### src/logic/qcse_pkg.sv
// package: constants for the queued command status and error block
package qcse_pkg;
  localparam int unsigned TAG_W        = 5;
  localparam int unsigned VEC_W        = 32;
  localparam logic [7:0]  FIS_SDB      = 8'ha1;
  localparam logic [7:0]  FIS_REG_D2H  = 8'h34;
  localparam logic [7:0]  LOG_PAGE_NCQ = 8'h10;
  // status byte bit positions
  localparam int unsigned ST_BUSY      = 7;
  localparam int unsigned ST_READY     = 6;
  localparam int unsigned ST_FAULT     = 5;
  localparam int unsigned ST_DREQ      = 3;
  localparam int unsigned ST_ERR       = 0;
  localparam logic [7:0]  ERR_NONE     = 8'h00;
  localparam logic [7:0]  STATUS_RST   = 8'h40;
  localparam logic [31:0] VEC_ALL      = 32'hffffffff;
  localparam logic [31:0] VEC_NONE     = 32'h00000000;
  // interrupt flag position in the first fis dword
  localparam int unsigned FIS_I_BIT    = 14;
  typedef enum logic [1:0] {QCSE_RUN, QCSE_HALT, QCSE_ABORT} qcse_state_e;
endpackage

### src/logic/qcse_core.sv
// device-side completion, error and recovery logic for native queued commands
`timescale 1ns/10ps
// Function
// success sends completion fis with finished tags
// success keeps error flag and code zero
// completion vector is final fis dword
// several completions may share one fis
// only successes flagged, except log abort
// error before busy clear sends register fis
// error after acknowledgement sends completion fis
// error aborts every outstanding command
// halt until log page read, then abort
// log content persists until next failure
// failed tag stays set until log read
// log read sends all-ones completion vector
// success status busy per readiness, ready one
// error status ready one, error one, code
// error vector zeroes only successful tags
// mask ones clear host shadow bits
// completion fis touches only carried registers
// host compares vector against saved copy
// host issues log read after error
// log returns failed tag and error code
// vector bit n is tag n
// success completion fis has interrupt set
// internal outstanding vector builds the masks; masks here come from done_mask_q, outstanding_q only follows them
module qcse_core
  import qcse_pkg::*;
(
  input  wire logic                core_clk,
  input  wire logic                resetn,
  input  wire logic                clk_en,
  input  wire logic                cmd_accept,
  input  wire logic [TAG_W-1:0]    cmd_tag,
  input  wire logic                cmd_unacked,
  output logic                     cmd_allowed,
  input  wire logic                done_ok,
  input  wire logic [TAG_W-1:0]    done_tag,
  input  wire logic                err_event,
  input  wire logic [TAG_W-1:0]    err_tag,
  input  wire logic [7:0]          err_code,
  input  wire logic                log_read,
  input  wire logic [7:0]          log_page,
  input  wire logic                ready_for_cmd,
  output logic                     fis_valid,
  input  wire logic                fis_ready,
  output logic [7:0]               fis_type_q,
  output logic                     fis_irq_q,
  output logic [7:0]               status_byte_reg,
  output logic [7:0]               error_code_reg,
  output logic [31:0]              tag_completion_vector,
  output logic [31:0]              fis_dw0,
  output logic                     log_valid_q,
  output logic [TAG_W-1:0]         log_tag_q,
  output logic [7:0]               log_error_q,
  output logic                     halted,
  output logic [31:0]              outstanding_q
);
  qcse_state_e                 state_q;
  qcse_state_e                 state_d;
  logic [31:0]                 done_mask_q;
  logic [31:0]                 done_mask_d;
  logic                        fis_pend_q;
  logic [31:0]                 done_bit;
  logic [31:0]                 accept_bit;
  logic [31:0]                 err_bit;
  logic [31:0]                 carry_vec;
  logic [31:0]                 err_vec;
  logic [7:0]                  ok_status;
  logic [7:0]                  err_status;
  logic [7:0]                  abort_status;
  logic                        in_run;
  logic                        err_hit;
  logic                        fis_take;
  logic                        log_hit;
  logic                        send_ok;
  logic                        err_sdb;
  logic                        log_load;

  assign in_run      = (state_q == QCSE_RUN);
  assign err_hit     = err_event && in_run;

  // one decoder per tag: vector bit n always belongs to tag n
  for (genvar t = 0; t < VEC_W; t++) begin : g_tag
    assign done_bit[t]   = done_ok && in_run && (done_tag == TAG_W'(t));
    assign accept_bit[t] = cmd_accept && cmd_allowed && (cmd_tag == TAG_W'(t));
    assign err_bit[t]    = (err_tag == TAG_W'(t));
  end

  assign log_hit     = log_read && (log_page == LOG_PAGE_NCQ) && (state_q != QCSE_ABORT);
  assign fis_take    = fis_pend_q && fis_ready;
  assign fis_valid   = fis_pend_q;
  // aggregate successes while a fis waits; no new success image starts until it drains
  assign send_ok     = !fis_pend_q && in_run && !err_event && done_mask_q != VEC_NONE;
  assign err_sdb     = !cmd_unacked;
  assign cmd_allowed = in_run;
  assign halted      = !in_run;
  assign fis_dw0     = {status_byte_reg[7:0] & 8'h77, error_code_reg, 1'b0, fis_irq_q, 6'h00, fis_type_q};

  // a success image still waiting would vanish under the error image, so its tags ride along
  assign carry_vec    = (fis_pend_q && !fis_take) ? tag_completion_vector : VEC_NONE;
  // a register fis carries no vector; its finished tags go out with the log read's all-ones mask
  assign err_vec      = err_sdb ? ((done_mask_q | done_bit | carry_vec) & ~err_bit) : VEC_NONE;
  assign ok_status    = (8'(!ready_for_cmd) << ST_BUSY) | (8'h01 << ST_READY);
  assign err_status   = (8'h01 << ST_READY) | (8'h01 << ST_ERR);
  assign abort_status = (8'h01 << ST_READY);
  assign log_load     = err_hit && (outstanding_q != VEC_NONE);
  // once an error or abort image has reported them, old successes must not be sent again
  assign done_mask_d  = (err_hit || log_hit) ? VEC_NONE : (send_ok ? done_bit : (done_mask_q | done_bit));

  always_comb begin
    state_d = state_q;
    case (state_q)
      QCSE_RUN: begin
        if (err_event) begin
          state_d = QCSE_HALT;
        end else if (log_hit) begin
          state_d = QCSE_ABORT;
        end
      end
      QCSE_HALT:  if (log_hit) state_d = QCSE_ABORT;
      QCSE_ABORT: if (fis_take) state_d = QCSE_RUN;
      default:    state_d = QCSE_RUN;
    endcase
  end

  always_ff @(posedge core_clk) begin
    if (!resetn) begin
      state_q <= QCSE_RUN;
    end else if (clk_en) begin
      state_q <= state_d;
    end
  end

  // successes collected since the last notification, only from completed tags
  always_ff @(posedge core_clk) begin
    if (!resetn) begin
      done_mask_q <= VEC_NONE;
    end else if (clk_en) begin
      done_mask_q <= done_mask_d;
    end
  end

  // tags set on acceptance, cleared as their completion or abort is sent
  always_ff @(posedge core_clk) begin
    if (!resetn) begin
      outstanding_q <= VEC_NONE;
    end else if (clk_en) begin
      if (state_q == QCSE_ABORT && fis_take) begin
        outstanding_q <= accept_bit;
      end else if (send_ok) begin
        outstanding_q <= (outstanding_q & ~done_mask_q) | accept_bit;
      end else if (err_event && state_q == QCSE_RUN) begin
        outstanding_q <= (outstanding_q & ~done_mask_q & ~done_bit) | accept_bit;
      end else begin
        outstanding_q <= outstanding_q | accept_bit;
      end
    end
  end

  // fis image held in flip-flops until the link takes it
  always_ff @(posedge core_clk) begin
    if (!resetn) begin
      fis_pend_q            <= 1'b0;
      fis_type_q            <= FIS_SDB;
      fis_irq_q             <= 1'b0;
      status_byte_reg       <= STATUS_RST;
      error_code_reg        <= ERR_NONE;
      tag_completion_vector <= VEC_NONE;
    end else if (clk_en) begin
      if (err_event && state_q == QCSE_RUN) begin
        // an error overrides a pending success image; in a completion fis its successes go along in the mask
        fis_pend_q            <= 1'b1;
        fis_type_q            <= err_sdb ? FIS_SDB : FIS_REG_D2H;
        fis_irq_q             <= 1'b1;
        status_byte_reg       <= err_status;
        error_code_reg        <= err_code;
        tag_completion_vector <= err_vec;
      end else if (log_hit) begin
        fis_pend_q            <= 1'b1;
        fis_type_q            <= FIS_SDB;
        fis_irq_q             <= 1'b1;
        status_byte_reg       <= abort_status;
        error_code_reg        <= ERR_NONE;
        tag_completion_vector <= VEC_ALL;
      end else if (send_ok) begin
        fis_pend_q            <= 1'b1;
        fis_type_q            <= FIS_SDB;
        fis_irq_q             <= 1'b1;
        status_byte_reg       <= ok_status;
        error_code_reg        <= ERR_NONE;
        tag_completion_vector <= done_mask_q;
      end else if (fis_take) begin
        fis_pend_q <= 1'b0;
      end
    end
  end

  // failure record kept until another queued command fails
  always_ff @(posedge core_clk) begin
    if (!resetn) begin
      log_valid_q <= 1'b0;
      log_tag_q   <= '0;
      log_error_q <= ERR_NONE;
    end else if (clk_en) begin
      if (log_load) begin
        log_valid_q <= 1'b1;
        log_tag_q   <= err_tag;
        log_error_q <= err_code;
      end
    end
  end
endmodule

### config.mk
export PLATFORM = sky130hd
export DESIGN_NAME = qcse_core
export DESIGN_NICKNAME = d
export VERILOG_FILES = /design/src/logic/qcse_pkg.sv /design/src/logic/qcse_core.sv
export SDC_FILE = /design/constraint.sdc
export NUM_CORES = 1
export LEC_CHECK = 0
export ABC_AREA = 1
export BUFFER_PORTS_ARGS = -buffer_cell sky130_fd_sc_hd__buf_2
export CORE_ASPECT_RATIO = 0.7
export CORE_MARGIN = 8
export CORE_UTILIZATION = 35
export DETAILED_ROUTE_END_ITERATION = 6
export GPL_TIMING_DRIVEN = 1
export PLACE_DENSITY_LB_ADDON = 0.3
export SKIP_CTS_REPAIR_TIMING = 1
export SYNTH_ARGS = -nofsm -noshare
export SYNTH_HDL_FRONTEND = slang
export SYNTH_SLANG_ARGS = --single-unit
### constraint.sdc
create_clock -name core_clk -period 1.65 [get_ports core_clk]
set_input_delay 0.165 -clock core_clk [delete_from_list [all_inputs] [get_ports core_clk]]
set_output_delay 0.165 -clock core_clk [all_outputs]
set_load 0.1 [all_outputs]
==> qor.yml <==
outcome: "complete, but fails checks"
violations: "setup timing"
power_leakage_uw: 0.00550
skew_ns: 0.0114
synth_area_leaders: "dfxtp_1, nand2_1, a21oi_1"
grt_usage_pct: 21.8
syn_area_um2: 8340
r2r_end: "tag_completion_vector[30]$_SDFFE_PN0P_"
layout.cells.most_common_list: "nand2_1, buf_2, nand3_1"
synth_area_per_cell_um2: 6.03
path_class: "reg -> reg"
grt_pass1_vias: 8827
synth_seq_cells: 126
dr.pass1.iters: 6
start_util_pct: 35.5
clk_latency_ns: 0.43
synthAdderAreaFrac_pct: 0
chipWidth_um: 201
synth.mux.area_fraction_pct: 0
critical_path.cell_chain: "nor2_2, nand2_2, nor2_4, nand2_2, o21ai_4, buf_12, nand2_8, nand2_8, clkbuf_16, nand2_2, a21oi_1"
die_h_um: 145
reg_top3: "done_mask_q (32), outstanding_q (32), tag_completion_vector (32)"
synth_top_area_share_pct: 30.2
hp-class: "in -> reg"
power.total_uw: 9810
dp_hpwl_um: 24700
worst_pin_slew_ns: 0.631
synth-simple-area-share_pct: 38.5
setup_ws_ns: -0.124
crit_path_frequent_cell: "nand2_2"
cts_tree: "yes"
syn_inst: 1384
r2r_setup_slack_ns: -0.12
synth.distinct_cells: 30
final_max_slew_viol_count: 0
clock_sink_count: 126
routed_via_density: 5.14
rsz0062_at_grt: "true"
power_density_nw_per_um2: 877
worstPathRequired_ns: 2.00
drive_gt1_share_pct: 31.6
holdPathEnd: "error_code_reg[0]$_SDFFE_PN0P_"
syn2layout_area_growth_pct: 34.2
fin_crit_sh_pct: 108
coreArea_um2: 23500
cp-end-kind: "register"
io-pin-count: 179
hp-start: "err_code[0]"
min_path_cells: 3
min_period_ns: 1.77
grt_max_degree: 71
setup_viol: 77
whs_ns: 0.00961
grt.overflow.total: 0
crit_arrival_ns: 2.13
drt-initial-drc-count: 1075
max_stage_delay_ns: 0.33
io_buffers: 150
start_kind: "register"
synth_compound_area_share_pct: 15.9
synth_top_family_by_area: "simple AND/OR/NAND/NOR gates"
dieArea_um2: 29100
yosys_warnings: 0
num_rows: 47
path_clk_slew_ns: 0.06
final_common_cell: "nand2_1"
drtAntennaViolNets: 0
yosys.area.top_type: "dfxtp_1"
r2r-start: "done_mask_q[14]$_SDFFE_PN0P_"
ys_seq_area_share_pct: 30.2
r2r.worst_path.cells: 11
cts_root_buf: "clkbuf_16"
n_antenna_cell: 0
timing.fmax_ghz: 0.564
routedWlPerCell_um: 17.7
htree_levels: 4
crit_slowest_cell: "dfxtp_2"
synth_xor_area_share_pct: 0
clk_path_buf_depth: 2
cp_max_fo: 8
numCtsBuffers: 17
slew_headroom_pct: 57.8
peakVddDrop_v: 0.000726
wirelength_um: 33800
hold_violations: 0
grt_pass1_wl_um: 50700
antenna_found_initial: 0
finalNetCount: 1623
place_congestion: 0.985
drv_cap: 0
drc: 0
dr_total_vias: 9816
==> cell families after synthesis <==
group,after synthesis
other cells,2
simple gates,755
buf+inv,257
compound gates,244
flops,126
==> cell usage after synthesis <==
| cell type | number |
|---|---|
| clkbuf_1 | 40 |
| nand2_1 | 425 |
| nor2_8 | 1 |
| o21ai_4 | 1 |
| buf_12 | 1 |
| nand3_1 | 141 |
| buf_2 | 20 |
| nor2_4 | 2 |
| conb_1 | 2 |
| nor4_1 | 4 |
| buf_4 | 47 |
| nand3b_1 | 8 |
| nor2_2 | 4 |
| dfxtp_1 | 126 |
| inv_1 | 130 |
| o21ai_0 | 64 |
| clkinv_1 | 2 |
| nand2_4 | 3 |
| nor3_1 | 3 |
| nand2_2 | 28 |
| nand4_1 | 2 |
| nand2_8 | 1 |
| buf_6 | 8 |
| a31oi_1 | 16 |
| buf_8 | 3 |
| inv_2 | 4 |
| a21oi_1 | 143 |
| a21oi_2 | 20 |
| buf_1 | 2 |
| nor2_1 | 133 |
==> report_power, final <==
part / switching, uW / internal, uW
Combinational: 2190 / 632
Clock: 1420 / 2320
Sequential: 99.7 / 3160
Total: 3710 / 6100
==> critical path: cells and delay by family (launching register included) <==
family / cells / cell delay (ns)
buffers and inverters: 2 / 0.33
AOI/OAI and AO/OA: 2 / 0.33
DFF: 1 / 0.33
and+or+nand+nor: 7 / 0.71
==> layer usage <==
metal  vias up  part of all wire [%]  global-route usage [%]
li1       4739                     -                       -
met1      4566                    45                    30.3
met2       471                    43                    31.7
met3        40                    10                    7.14
met4         0                   1.8                    5.72
met5         -                     0                       0
==> how the worst max path moves through the flow <==
stage,from,to
3_5_place_dp,done_mask_q[3]$_SDFFE_PN0P_,outstanding_q[15]$_SDFFE_PN0P_
3_3_place_gp,done_mask_q[3]$_SDFFE_PN0P_,outstanding_q[15]$_SDFFE_PN0P_
2_1_floorplan,state_q[0]$_SDFFE_PN0P_,tag_completion_vector[0]$_SDFFE_PN0P_
4_1_cts,done_mask_q[3]$_SDFFE_PN0P_,outstanding_q[15]$_SDFFE_PN0P_
5_1_grt,done_mask_q[14]$_SDFFE_PN0P_,tag_completion_vector[30]$_SDFFE_PN0P_
6_report,done_mask_q[14]$_SDFFE_PN0P_,tag_completion_vector[30]$_SDFFE_PN0P_
==> stage by stage <==
step	utilization, %	area (um^2)	TNS, ns	cells	setup WS, ns
6_report	47.6	11200	-4.07	1911	-0.124
3_5_place_dp	42.6	10000	-20.61	1864	-0.263
2_1_floorplan	-	8660	-20.43	1410	-0.224
5_1_grt	47.6	11200	-14.96	1911	-0.221
3_3_place_gp	42.6	10000	-14.92	1864	-0.204
4_1_cts	45.0	10600	-22.56	1894	-0.282
==> final cells by class <==
cell class | count | area [um^2]
clock buffers | 23 | 478
fillers | 2449 | 12300
flip-flops and latches | 126 | 2580
multi-input cells | 1028 | 5110
clock inverters | 7 | 87.6
repair buffers | 273 | 2030
well taps | 318 | 398
inverters | 136 | 513
Power figures use the tool's default switching activity.
